===== src/hw/slp_pkg.sv =====
// sleep controller package: register map, field layout, modes, timing
package slp_pkg;
   // register byte addresses on the wishbone bus
   localparam logic [7:0] SLP_ADR_CTRL     = 8'h00;
   localparam logic [7:0] SLP_ADR_GATE_GEN = 8'h04;
   localparam logic [7:0] SLP_ADR_GATE_A   = 8'h08;
   localparam logic [7:0] SLP_ADR_GATE_C   = 8'h0C;
   localparam logic [7:0] SLP_ADR_STATUS   = 8'h10;
   localparam logic [7:0] SLP_ADR_WAKECFG  = 8'h14;
   localparam logic [7:0] SLP_ADR_FROZEN   = 8'h18;
   localparam logic [7:0] SLP_ADR_SCRATCH  = 8'h1C;
   // control register fields
   localparam int SLP_CTRL_ARM_BIT  = 0;
   localparam int SLP_CTRL_MODE_LSB = 1;
   localparam logic [7:0] SLP_CTRL_RST   = 8'h00;
   localparam logic [7:0] SLP_CTRL_MASK  = 8'h0F;
   // wake configuration fields
   localparam int SLP_WCFG_SFD_BIT  = 0;
   localparam int SLP_WCFG_LPM_BIT  = 1;
   localparam int SLP_WCFG_RTC_BIT  = 2;
   localparam logic [7:0] SLP_WCFG_MASK  = 8'h07;
   // peripherals present per gate register (absent bits read zero)
   localparam logic [7:0] SLP_GATE_GEN_PRESENT = 8'h87;
   localparam logic [7:0] SLP_GATE_A_PRESENT   = 8'h07;
   localparam logic [7:0] SLP_GATE_C_PRESENT   = 8'h7F;
   localparam int SLP_NPER = 24;
   localparam int SLP_GEN_RTC_BIT = 2;
   // timing
   localparam int SLP_CLK_HZ      = 50_000_000;
   localparam int SLP_HALT_CYC    = 4;
   localparam int SLP_OSC_START_US = 10;
   localparam int SLP_OSC_START_CYC = (SLP_OSC_START_US * (SLP_CLK_HZ / 1_000_000));
   // sleep mode select codes
   typedef enum logic [2:0]
   {
      SLP_MODE_IDLE      = 3'b000,
      SLP_MODE_DEEP      = 3'b010,
      SLP_MODE_TIMER     = 3'b011,
      SLP_MODE_OSC       = 3'b110,
      SLP_MODE_OSC_TIMER = 3'b111
   } slp_mode_t;
   // controller states
   typedef enum logic [2:0]
   {
      SLP_ST_ACTIVE = 3'b000,
      SLP_ST_SLEEP  = 3'b001,
      SLP_ST_OSC    = 3'b010,
      SLP_ST_HALT   = 3'b011,
      SLP_ST_RESUME = 3'b100
   } slp_state_t;
   // wake source bundle
   typedef struct packed
   {
      logic any_irq;
      logic port_async;
      logic twi_match;
      logic rtc_irq;
      logic uart_irq;
   } slp_wake_t;
   // clock enable bundle
   typedef struct packed
   {
      logic cpu;
      logic nvm;
      logic per;
      logic rtc;
      logic sysosc;
      logic rtcosc;
   } slp_clken_t;
endpackage


===== src/hw/slp_ctrl.sv =====
// sleep mode controller with per-peripheral clock gating
//
// Added by the designer: the Wishbone register port and the address map.
`timescale 1ns/100ps
module slp_ctrl
   import slp_pkg::*;
#(
   parameter int OSC_START_CYC = SLP_OSC_START_CYC
)
(
   // clock and reset
   input  wire logic             core_clk,
   input  wire logic             rstn,
   // wishbone slave
   input  wire logic             wb_cyc_i,
   input  wire logic             wb_stb_i,
   input  wire logic             wb_we_i,
   input  wire logic [7:0]       wb_adr_i,
   input  wire logic [31:0]      wb_dat_i,
   input  wire logic [3:0]       wb_sel_i,
   output logic      [31:0]      wb_dat_o,
   output logic                  wb_ack_o,
   // cpu side
   input  wire logic             sleep_instr,
   input  wire logic             wake_serviced,
   output logic                  cpu_halt,
   output logic                  resume_ok,
   // wake sources
   input  wire slp_wake_t        wake_src,
   // clock enables
   output slp_clken_t            clk_en,
   output logic [SLP_NPER-1:0]   per_clk_en,
   output logic [SLP_NPER-1:0]   per_io_en
);
   logic          rst_s1_r;
   logic          rst_s2_r;
   logic          rst_n;
   slp_wake_t     wake_s1_r;
   slp_wake_t     wake_s2_r;
   logic [7:0]    ctrl_r;
   logic [7:0]    wcfg_r;
   logic [7:0]    gate_gen_r;
   logic [7:0]    gate_a_r;
   logic [7:0]    gate_c_r;
   logic [7:0]    scratch_r;
   slp_state_t    state_r;
   slp_state_t    state_nxt;
   slp_mode_t     mode_r;
   logic [15:0]   cnt_r;
   logic          wake_ok;
   logic          mode_valid;
   logic [2:0]    sel_mode;
   logic [SLP_NPER-1:0] gates;
   logic          wb_req;
   logic [7:0]    wdat;
   logic [7:0]    frz_rdata;
   logic [4:0]    frz_addr_r;
   logic          osc_stopped;

   // reset release through two flip-flops
   always_ff @(posedge core_clk or negedge rstn)
   begin
      if (!rstn)
      begin
         rst_s1_r <= 1'b0;
         rst_s2_r <= 1'b0;
      end
      else
      begin
         rst_s1_r <= 1'b1;
         rst_s2_r <= rst_s1_r;
      end
   end
   assign rst_n = rst_s2_r;

   // wake inputs are asynchronous to the core clock
   always_ff @(posedge core_clk or negedge rst_n)
   begin
      if (!rst_n)
      begin
         wake_s1_r <= '0;
         wake_s2_r <= '0;
      end
      else
      begin
         wake_s1_r <= wake_src;
         wake_s2_r <= wake_s1_r;
      end
   end

   assign wb_req = wb_cyc_i && wb_stb_i && !wb_ack_o;
   assign wdat   = wb_sel_i[0] ? wb_dat_i[7:0] : 8'h00;

   // register writes; reset clears everything, full reset from vector
   always_ff @(posedge core_clk or negedge rst_n)
   begin
      if (!rst_n)
      begin
         ctrl_r     <= SLP_CTRL_RST;
         wcfg_r     <= 8'h00;
         gate_gen_r <= 8'h00;
         gate_a_r   <= 8'h00;
         gate_c_r   <= 8'h00;
         scratch_r  <= 8'h00;
      end
      else if (wb_req && wb_we_i && wb_sel_i[0])
      begin
         case (wb_adr_i)
            SLP_ADR_CTRL:     ctrl_r     <= wdat & SLP_CTRL_MASK;
            SLP_ADR_WAKECFG:  wcfg_r     <= wdat & SLP_WCFG_MASK;
            SLP_ADR_GATE_GEN: gate_gen_r <= wdat & SLP_GATE_GEN_PRESENT;
            SLP_ADR_GATE_A:   gate_a_r   <= wdat & SLP_GATE_A_PRESENT;
            SLP_ADR_GATE_C:   gate_c_r   <= wdat & SLP_GATE_C_PRESENT;
            SLP_ADR_SCRATCH:  scratch_r  <= wdat;
            default:          scratch_r  <= scratch_r;
         endcase
      end
   end

   // bus answer: one cycle after request, unmapped reads zero
   always_ff @(posedge core_clk or negedge rst_n)
   begin
      if (!rst_n)
      begin
         wb_ack_o <= 1'b0;
         wb_dat_o <= 32'h0000_0000;
      end
      else
      begin
         wb_ack_o <= wb_req;
         if (wb_req && !wb_we_i)
         begin
            case (wb_adr_i)
               SLP_ADR_CTRL:     wb_dat_o <= {24'h000000, ctrl_r};
               SLP_ADR_WAKECFG:  wb_dat_o <= {24'h000000, wcfg_r};
               SLP_ADR_GATE_GEN: wb_dat_o <= {24'h000000, gate_gen_r};
               SLP_ADR_GATE_A:   wb_dat_o <= {24'h000000, gate_a_r};
               SLP_ADR_GATE_C:   wb_dat_o <= {24'h000000, gate_c_r};
               SLP_ADR_STATUS:   wb_dat_o <= {24'h000000, 2'b00, mode_r, state_r};
               SLP_ADR_FROZEN:   wb_dat_o <= {24'h000000, frz_rdata};
               SLP_ADR_SCRATCH:  wb_dat_o <= {24'h000000, scratch_r};
               default:          wb_dat_o <= 32'h0000_0000;
            endcase
         end
      end
   end

   // mode decode with reserved codes rejected
   assign sel_mode = ctrl_r[SLP_CTRL_MODE_LSB +: 3];
   always_comb
   begin
      case (sel_mode)
         SLP_MODE_IDLE, SLP_MODE_DEEP, SLP_MODE_TIMER,
         SLP_MODE_OSC, SLP_MODE_OSC_TIMER: mode_valid = 1'b1;
         default:                          mode_valid = 1'b0;
      endcase
   end

   // wake source qualification per mode
   always_comb
   begin
      case (mode_r)
         SLP_MODE_IDLE:
            wake_ok = wake_s2_r.any_irq;
         SLP_MODE_DEEP:
            wake_ok = wake_s2_r.port_async | wake_s2_r.twi_match;
         SLP_MODE_TIMER:
            wake_ok = wake_s2_r.port_async | wake_s2_r.twi_match
                    | (wake_s2_r.rtc_irq & wcfg_r[SLP_WCFG_RTC_BIT])
                    | (wake_s2_r.uart_irq & wcfg_r[SLP_WCFG_SFD_BIT]
                       & wcfg_r[SLP_WCFG_LPM_BIT]);
         SLP_MODE_OSC:
            wake_ok = wake_s2_r.port_async | wake_s2_r.twi_match
                    | (wake_s2_r.uart_irq & wcfg_r[SLP_WCFG_SFD_BIT]);
         SLP_MODE_OSC_TIMER:
            wake_ok = wake_s2_r.port_async | wake_s2_r.twi_match
                    | (wake_s2_r.rtc_irq & wcfg_r[SLP_WCFG_RTC_BIT])
                    | (wake_s2_r.uart_irq & wcfg_r[SLP_WCFG_SFD_BIT]);
         default:
            wake_ok = 1'b0;
      endcase
   end

   assign osc_stopped = (mode_r == SLP_MODE_DEEP) || (mode_r == SLP_MODE_TIMER);

   // sleep sequencer
   always_comb
   begin
      state_nxt = state_r;
      case (state_r)
         SLP_ST_ACTIVE:
            if (sleep_instr && ctrl_r[SLP_CTRL_ARM_BIT] && mode_valid)
               state_nxt = SLP_ST_SLEEP;
         SLP_ST_SLEEP:
            if (wake_ok)
               state_nxt = osc_stopped ? SLP_ST_OSC : SLP_ST_HALT;
         SLP_ST_OSC:
            if (cnt_r == 16'(OSC_START_CYC - 1))
               state_nxt = SLP_ST_HALT;
         SLP_ST_HALT:
            if (cnt_r == 16'(SLP_HALT_CYC - 1))
               state_nxt = SLP_ST_RESUME;
         SLP_ST_RESUME:
            if (wake_serviced)
               state_nxt = SLP_ST_ACTIVE;
         default:
            state_nxt = SLP_ST_ACTIVE;
      endcase
   end

   always_ff @(posedge core_clk or negedge rst_n)
   begin
      if (!rst_n)
      begin
         state_r <= SLP_ST_ACTIVE;
      end
      else
      begin
         state_r <= state_nxt;
      end
   end

   // mode latched at entry so a later write cannot alter a sleep
   always_ff @(posedge core_clk or negedge rst_n)
   begin
      if (!rst_n)
      begin
         mode_r <= SLP_MODE_IDLE;
      end
      else if (state_r == SLP_ST_ACTIVE && state_nxt == SLP_ST_SLEEP)
      begin
         mode_r <= slp_mode_t'(sel_mode);
      end
   end

   // delay counter for oscillator start-up and halt
   always_ff @(posedge core_clk or negedge rst_n)
   begin
      if (!rst_n)
      begin
         cnt_r <= 16'h0000;
      end
      else if (state_nxt != state_r)
      begin
         cnt_r <= 16'h0000;
      end
      else
      begin
         cnt_r <= cnt_r + 16'h0001;
      end
   end

   // cpu halt and resume flag
   always_ff @(posedge core_clk or negedge rst_n)
   begin
      if (!rst_n)
      begin
         cpu_halt  <= 1'b0;
         resume_ok <= 1'b0;
      end
      else
      begin
         cpu_halt  <= (state_nxt == SLP_ST_SLEEP) || (state_nxt == SLP_ST_OSC)
                   || (state_nxt == SLP_ST_HALT);
         resume_ok <= (state_nxt == SLP_ST_RESUME);
      end
   end

   // clock domain enables; gating never clears state so contents stay
   always_ff @(posedge core_clk or negedge rst_n)
   begin
      if (!rst_n)
      begin
         clk_en <= '1;
      end
      else if (state_nxt == SLP_ST_SLEEP || state_nxt == SLP_ST_OSC)
      begin
         clk_en.cpu <= 1'b0;
         clk_en.nvm <= 1'b0;
         clk_en.per <= (mode_r == SLP_MODE_IDLE) && (state_r == SLP_ST_SLEEP) ||
                       (sel_mode == SLP_MODE_IDLE) && (state_r == SLP_ST_ACTIVE);
         clk_en.rtc <= ((state_r == SLP_ST_ACTIVE) ? sel_mode : mode_r) != SLP_MODE_DEEP
                    && ((state_r == SLP_ST_ACTIVE) ? sel_mode : mode_r) != SLP_MODE_OSC;
         clk_en.rtcosc <= ((state_r == SLP_ST_ACTIVE) ? sel_mode : mode_r) != SLP_MODE_DEEP
                    && ((state_r == SLP_ST_ACTIVE) ? sel_mode : mode_r) != SLP_MODE_OSC;
         clk_en.sysosc <= (state_nxt == SLP_ST_OSC) ||
                    !(((state_r == SLP_ST_ACTIVE) ? sel_mode : mode_r) == SLP_MODE_DEEP ||
                      ((state_r == SLP_ST_ACTIVE) ? sel_mode : mode_r) == SLP_MODE_TIMER);
      end
      else
      begin
         clk_en <= '1;
      end
   end

   // per-peripheral gating, only meaningful with peripheral clock running
   assign gates = {gate_c_r, gate_a_r, gate_gen_r};
   genvar gi;
   generate
      for (gi = 0; gi < SLP_NPER; gi++)
      begin : g_per
         always_ff @(posedge core_clk or negedge rst_n)
         begin
            if (!rst_n)
            begin
               per_clk_en[gi] <= 1'b1;
               per_io_en[gi]  <= 1'b1;
            end
            else
            begin
               per_clk_en[gi] <= !gates[gi] && (clk_en.per || state_nxt == SLP_ST_ACTIVE);
               per_io_en[gi]  <= !gates[gi];
            end
         end
      end
   endgenerate

   // record of peripherals frozen by gating, kept across sleep
   always_ff @(posedge core_clk or negedge rst_n)
   begin
      if (!rst_n)
      begin
         frz_addr_r <= 5'h00;
      end
      else if (wb_req && wb_we_i && wb_sel_i[0] && wb_adr_i == SLP_ADR_FROZEN)
      begin
         frz_addr_r <= wdat[4:0];
      end
   end

   slp_gate_mem #(
      .WIDTH (8),
      .DEPTH (32),
      .AW    (5)
   ) u_frz (
      .clk   (core_clk),
      .rst_n (rst_n),
      .we    (1'b1),
      .waddr (frz_addr_r),
      .wdata ({7'h00, gates[frz_addr_r < 5'(SLP_NPER) ? frz_addr_r : 5'h00]}),
      .raddr (frz_addr_r),
      .rdata (frz_rdata)
   );
endmodule


===== src/hw/slp_gate_mem.sv =====
// per-peripheral frozen state holding memory with registered read
`timescale 1ns/100ps
module slp_gate_mem
   import slp_pkg::*;
#(
   parameter int WIDTH = 8,
   parameter int DEPTH = 32,
   parameter int AW    = 5
)
(
   // clock
   input  wire logic             clk,
   input  wire logic             rst_n,
   // write port
   input  wire logic             we,
   input  wire logic [AW-1:0]    waddr,
   input  wire logic [WIDTH-1:0] wdata,
   // read port
   input  wire logic [AW-1:0]    raddr,
   output logic      [WIDTH-1:0] rdata
);
   logic [WIDTH-1:0] mem [DEPTH];

   always_ff @(posedge clk)
   begin
      if (we)
      begin
         mem[waddr] <= wdata;
      end
   end

   always_ff @(posedge clk or negedge rst_n)
   begin
      if (!rst_n)
      begin
         rdata <= '0;
      end
      else
      begin
         rdata <= mem[raddr];
      end
   end
endmodule


===== config.mk =====
export PLATFORM = sky130hd
export DESIGN_NAME = slp_ctrl
export DESIGN_NICKNAME = d
export VERILOG_FILES = /design/src/hw/slp_pkg.sv /design/src/hw/slp_ctrl.sv /design/src/hw/slp_gate_mem.sv
export SDC_FILE = /design/constraint.sdc
export NUM_CORES = 1
export LEC_CHECK = 0
export BUFFER_PORTS_ARGS = -buffer_cell sky130_fd_sc_hd__buf_2
export CORE_ASPECT_RATIO = 0.7
export CORE_MARGIN = 5
export CORE_UTILIZATION = 55
export CTS_BUF_LIST = sky130_fd_sc_hd__clkbuf_4
export CTS_CLUSTER_DIAMETER = 40
export DETAILED_ROUTE_END_ITERATION = 6
export GPL_TIMING_DRIVEN = 0
export PLACE_DENSITY = 0.91
export SETUP_SLACK_MARGIN = 0.4
export SYNTH_ARGS = -nofsm -noshare
export SYNTH_HDL_FRONTEND = slang
export SYNTH_SLANG_ARGS = --single-unit

===== constraint.sdc =====
create_clock -name core_clk -period 4 [get_ports core_clk]
set_input_delay 1.2 -clock core_clk [delete_from_list [all_inputs] [get_ports core_clk]]
set_output_delay 1.2 -clock core_clk [all_outputs]
set_load 0.01 [all_outputs]

; ---- Yosys cells after proc, flatten, opt, wreduce, memory -nomap -nowiden
; Memory sizes are Yosys's and may differ from the RTL's. A register that Yosys moved wholly into a read port is not among the register bits.
; Index checks and enable logic that the tools add are counted.
[op_classes]
n_addsub = 1
mul = 0
div = 0
order_cmp = 2
n_eq_ne = 30
n_shift = 0
muxes = 17
bitwise_logic = 8
n_reduce_logical = 63
[ops]
columns = cell, count
row1 = case mux 8 bit (8 select lines), 1
row2 = "equality test 8 x 5 -> 1 bit, second input constant", 4
row3 = "equality test 3 x 2 -> 1 bit, second input constant", 10
row4 = logical AND 1 bit, 26
row5 = "equality test 3 bit, second input constant", 6
row6 = zero test 1 bit, 18
row7 = two-way mux 3 bit, 6
row8 = "adder 16 x 1 -> 16 bit, second input constant", 1
row9 = "equality test 16 x 2 -> 1 bit, second input constant", 1
row10 = "equality test 16 x 9 -> 1 bit, second input constant", 1
row11 = "equality test 8 x 4 -> 1 bit, second input constant", 2
row12 = two-way mux 16 bit, 1
row13 = case mux 3 bit (5 select lines), 1
row14 = zero test 3 bit, 4
row15 = AND reduction 2 bit, 6
row16 = "equality test 8 x 3 -> 1 bit, second input constant", 1
row17 = zero test 8 bit, 1
row18 = two-way mux 8 bit, 1
row19 = logical OR 1 bit, 7
row20 = "equality test 3 x 1 -> 1 bit, second input constant", 2
row21 = "less-than comparator 5 x 6 -> 1 bit, second input constant", 1
row22 = two-way mux 6 bit, 1
row23 = binary-select mux 1 bit (select 5 bit), 1
row24 = "less-than comparator 5 bit, second input constant", 1
row25 = 9 further kinds, 17
[word_totals]
ff_bits = 146
latch_bits = 0
ram_bits = 32
romBits = 0
inputBits = 56
out_inout_bits = 89
wordCells = 184
mem_count = 1
[mem_list]
columns = name, words, width, rd, rd_clocked_by_memory_dff, wr, line_no
row1 = u_frz.mem, 32, 1, 1, 1, 1, slp_gate_mem.sv:22  ; logic [WIDTH-1:0] mem [DEPTH];

; ---- Longest topological paths before layout
[logic_depth]
ltp_word = 9
ltp_mapped = 8
mapped_depth_nobuf = 8

; ---- By module
; A second synthesis with hierarchy kept.
[hier_totals]
cells_unflattened = 920
hier_area_um2 = 15356.0
[by_module_without_submodules]
columns = mod, instances, cells_per_inst, area_each_um2, seq_area_each_um2
row1 = slp_gate_mem, 1, 417, 10093.4, 7887.6
row2 = slp_ctrl, 1, 503, 5262.5, 2844.0

; ---- Least setup slack after synthesis
; No wires, ideal clock.
[synth_timing]
path_kind = input to register
start = input port wb_adr_i[4]
end = register ctrl_r[0]
setup_time_ns = 0.125
t_arrival_ns = 2.532
required_ns = 3.875
setup_slack_ns = 1.343
path_stages = 5
n_path_buf = 1
cell_sequence = nor3_1 -> and3_1 -> and2_1 -> clkbuf_1 -> mux2_2
[synth_via]
elab_chain_cells = 2
[synth_lines]
columns = item, line_no
row1 = "start, declared", slp_ctrl.sv:18  ; input wire logic [7:0] wb_adr_i,
row2 = zero test 8 bit, slp_ctrl.sv:108  ; case (wb_adr_i)
row3 = AND reduction 2 bit (no source line), -
row4 = "end signal, assigned", slp_ctrl.sv:109  ; SLP_ADR_CTRL: ctrl_r <= wdat & SLP_CTRL_MASK;
row5 = "end, declared", slp_ctrl.sv:40  ; logic [7:0] ctrl_r;
; No other way between the ends.
; A chain may end at the register's enable or synchronous reset.

; ---- Worst setup path after layout
[layout_timing]
start = register frz_addr_r[0]
end = memory u_frz.mem[20] (netlist name), data pin
[layout_via]
elab_chain_cells = 4
[layout_lines]
columns = item, line_no
row1 = "start, declared", slp_ctrl.sv:57  ; logic [4:0] frz_addr_r;
row2 = "start signal, assigned", slp_ctrl.sv:327  ; frz_addr_r <= wdat[4:0];
row3 = less-than comparator 5 bit, slp_ctrl.sv:340  ; .wdata ({7'h00, gates[frz_addr_r < 5'(SLP_NPER) ? frz_addr_r : 5'h00]}),
row4 = two-way mux 5 bit *, slp_ctrl.sv:340
row5 = binary-select mux 1 bit (select 5 bit) *, slp_ctrl.sv:340
row6 = two-way mux 1 bit *, slp_ctrl.sv:340
row7 = via u_frz.wdata[0], slp_gate_mem.sv:17  ; input wire logic [WIDTH-1:0] wdata,
row8 = "end, declared", slp_gate_mem.sv:22
; Mark *: on every way through the listed nets, which the timed path passes. The rest lies on a longest branch. The select of a mux whose other input is x is not followed.

==> flow_summary.toml <==
[outcome]
status = "completed"

[clocking]
cts_root_buffer = "sky130_fd_sc_hd__clkbuf_4"
cts-root-to-sink-buffers = 2
post_cts.repair.setup_buffers = 0
cts_buffer_count = 17
hold_buffers = 0
tritoncts = "built"
worstSkewPairLatency_ns = 0.54
cts.repair.resized = 0
clk_pin_slew_ns = 0.12
cts_htree_levels = 4
clkSinkCount = 145

[flow_run]
cap_viol_max_count = 0

[floorplan]
placementRows = 33
floorplan.die.width_um = 140
die-area_mm2 = 0.0142
effective_utilization_at_floorplan_pct = 56.0
die_height_um = 101
boundaryPins = 145
fp.coreArea_mm2 = 0.0116

[sta]
rsz_0062_raised_after_global_routing = "false"
finalSetupViolCount = 0
final-max-slew-violation-count = 0
finalCritPeriodShare_pct = 70.8
fin_tns_setup_ns = 0
finalHoldViolCount = 0
transition_time_at_the_pin_with_the_least_slew_margin_ns = 1.06
hold_ws_ns = 0.360
max_freq_mhz = 353
tmin_final_ns = 2.83
worst_clock_skew_ns = 0.0185
slew_headroom_pct = 29.1

[global_routing]
grt_pass1_vias = 4874
track_usage_pct = 22.7
number_of_antenna_violations_at_the_first_check_in_global_routing = 0
grt_first_pass_wirelength_um = 24900
total_gr_overflow = 0
grt_max_degree = 58

[power]
ir_worst_vdd_uv = 192
power_mw = 2.70
leakagePower_nw = 3.38
power_per_cell_area_mw_per_mm2 = 357

[worst_hold_path]
min_path_cells = 0
min_delay_worst_endpoint = "wake_s2_r[1]"
worst_hold_startpoint = "wake_s1_r[1]"
min_path_type = "flip-flop to flip-flop"

[synthesis]
synth.ff_latch_count = 145
avgSynthCellArea_um2 = 10.9
ys_dominant_reg_cell = "sky130_fd_sc_hd__dfrtp_1"
synth-edff-count = 32
seq_area_frac_synth_pct = 58.8
netlist-cell-type-count = 63
netlist_top_cells_area = "sky130_fd_sc_hd__dfrtp_1 31%, sky130_fd_sc_hd__edfxtp_1 15%, sky130_fd_sc_hd__dfstp_2 13%"
ys_async_sr_fraction_pct = 77.9
share_of_yosys_cell_area_claimed_by_the_top_area_cell_type_pct = 30.7
synth_instances = 600
synth.most_common_cell = "sky130_fd_sc_hd__dfrtp_1"
post-synth-top-area-cell = "sky130_fd_sc_hd__dfrtp_1"
mappedNetlistArea_mm2 = 0.00652
synth_warnings = 0
synth.top_cells.by_count = "80 x sky130_fd_sc_hd__dfrtp_1, 76 x sky130_fd_sc_hd__nor2_1, 68 x sky130_fd_sc_hd__nand2_1"

[setup_path]
crit_path_cell_trace = "clkbuf_1 > nand2b_1 > clkbuf_1 > o22ai_1 > a22oi_1 > o32ai_1 > a211o_1"
data_arrival_time_of_the_worst_path_ns = 2.96
crit_slowest_cell = "sky130_fd_sc_hd__a211o_1"
slowest_delay_ns = 0.63
crit_type = "flip-flop to flip-flop"
endpoint_kind = "flip-flop"
critical-path-top-cell-by-count = "sky130_fd_sc_hd__clkbuf_1"
timing.critical_path.buf_inv = 2
critical_path.top_delay_family = "compound AO/OA/AOI/OAI gates"
worstSetupStartpointType = "flip-flop"
origin_of_the_critical_flop_to_flop_path = "frz_addr_r[0]"
number_of_cell_instances_on_the_worst_register_to_register_path = 7
worst_r2r_setup_slack_ns = 1.17
highest_fanout_seen_on_the_critical_path = 32
crit-reg2reg-capture = "u_frz.mem[20]"
worst_ep_required_time_ns = 4.13

[final_layout]
area_growth_pct = 16.4
drive_above_1_share_pct = 30.3
nNetsFinal = 793
nFillCells = 895
stdcell_count = 906
diodes = 0

[drt]
route.vias.total = 4927
final_antenna_net_count = 0
detailedRoute.firstPassIterationCount = 5
detail_route.wl_per_cell_um = 16.9
totalWireLength_um = 15300
drtIter0Drc = 457
remaining_drc_errors = 0
routed_via_density = 5.44

[place]
gp_routability_congestion = 0.961
dp_hpwl_um = 11300
post-place-cells = 874
io_buffer_count = 83
cell usage in the layout, fill, tap and decap left out, types with 7 or more instances in the layout:
| master | count |
|---|---|
| sky130_fd_sc_hd__dfrtp_1 | 79 |
| sky130_fd_sc_hd__and3_1 | 8 |
| sky130_fd_sc_hd__buf_2 | 85 |
| sky130_fd_sc_hd__a22oi_1 | 12 |
| sky130_fd_sc_hd__o21ai_0 | 38 |
| sky130_fd_sc_hd__mux4_2 | 8 |
| sky130_fd_sc_hd__buf_4 | 46 |
| sky130_fd_sc_hd__dfstp_2 | 33 |
| sky130_fd_sc_hd__conb_1 | 35 |
| sky130_fd_sc_hd__a22o_1 | 9 |
| sky130_fd_sc_hd__xor2_1 | 8 |
| sky130_fd_sc_hd__nand2_1 | 68 |
| sky130_fd_sc_hd__nand2b_1 | 7 |
| sky130_fd_sc_hd__nand3_1 | 16 |
| sky130_fd_sc_hd__nor2_1 | 76 |
| sky130_fd_sc_hd__clkbuf_4 | 18 |
| sky130_fd_sc_hd__edfxtp_1 | 32 |
| sky130_fd_sc_hd__inv_1 | 29 |
| sky130_fd_sc_hd__nor3_1 | 9 |
| sky130_fd_sc_hd__clkbuf_1 | 20 |
through the flow:
stage               setup WS, ns  area [um^2]  utilization (%)
finish                      1.17         7580             65.1
global route               0.928         7580             65.1
CTS                         1.20         7580             65.1
detailed placement         0.758         7290             62.6
global placement          -0.276         7250             62.3
floorplan                  0.677         6640                -
kinds of logic (layout without fill, tap and decap cells):
group                    count (synthesis)  in the layout  share of synthesized area, %
AO/OA/AOI/OAI                           94             94                          9.71
XOR/XNOR                                14             14                          1.88
adder cells (fa/ha/maj)                  1              1                         0.192
buffers and inverters                  100            216                          8.58
flip-flops                             145            145                          58.8
multiplexers                            16             16                          4.09
other                                    2             35                         0.115
AND/OR/NAND/NOR                        228            228                          16.7
report_power, final:
| part | internal [mW] | switching, mW |
|---|---|---|
| Sequential | 1.55 | 0.0438 |
| Clock | 0.438 | 0.523 |
| Combinational | 0.0673 | 0.0880 |
metal layers:
| metal | share of wire [%] | global-route usage [%] | wire (um) |
|---|---|---|---|
| met5 | 0 | 0 | 0 |
| met4 | 1.8 | 7.30 | 270 |
| met3 | 11 | 6.35 | 1740 |
| met2 | 43 | 33.1 | 6580 |
| met1 | 44 | 33.2 | 6690 |
layout make-up:
| class | instances | area, um^2 | area share [%] |
|---|---|---|---|
| well taps | 157 | 196 | 2.59 |
| clock inverters | 14 | 164 | 2.16 |
| clock buffers | 18 | 135 | 1.78 |
| inverters | 29 | 109 | 1.44 |
| repair buffers | 84 | 443 | 5.84 |
| plain buffers | 71 | 450 | 5.94 |
| multi-input cells | 388 | 2250 | 29.7 |
| flip-flops and latches | 145 | 3830 | 50.5 |
sequential cells by signal, indices dropped and copies added, names as in the netlist:
name         flops
u_frz.mem       32
cnt_r           16
per_clk_en      15
per_io_en       14
scratch_r        8
wb_dat_o         8
gate_c_r         7
frz_addr_r       5
wake_s1_r        5
wake_s2_r        5
clk_en           4
ctrl_r           4
gate_gen_r       4
gate_a_r         3
mode_r           3
state_r          3
wcfg_r           3
cpu_halt         1
resume_ok        1
rst_n            1
rst_s1_r         1
u_frz.rdata      1
wb_ack_o         1
how the worst max path moves through the flow:
stage,startpoint,to,slack (ns),cells after the start
floorplan,rst_n,cnt_r[0],0.68,0
global placement,rst_n,gate_gen_r[0],-0.28,0
detailed placement,wb_adr_i[4],gate_c_r[4],0.76,8
CTS,frz_addr_r[0],u_frz.mem[31],1.20,7
global route,frz_addr_r[0],u_frz.mem[0],0.93,7
finish,frz_addr_r[0],u_frz.mem[20],1.17,7
worst reg2reg max path, stage by stage (launching register included):
cell and delay [ns]:
sky130_fd_sc_hd__dfrtp_1 0.35, sky130_fd_sc_hd__clkbuf_1 0.34, sky130_fd_sc_hd__nand2b_1 0.19, sky130_fd_sc_hd__clkbuf_1 0.42, sky130_fd_sc_hd__o22ai_1 0.18, sky130_fd_sc_hd__a22oi_1 0.19
sky130_fd_sc_hd__o32ai_1 0.12, sky130_fd_sc_hd__a211o_1 0.63
Note: power is estimated with default switching activity, not from simulation.
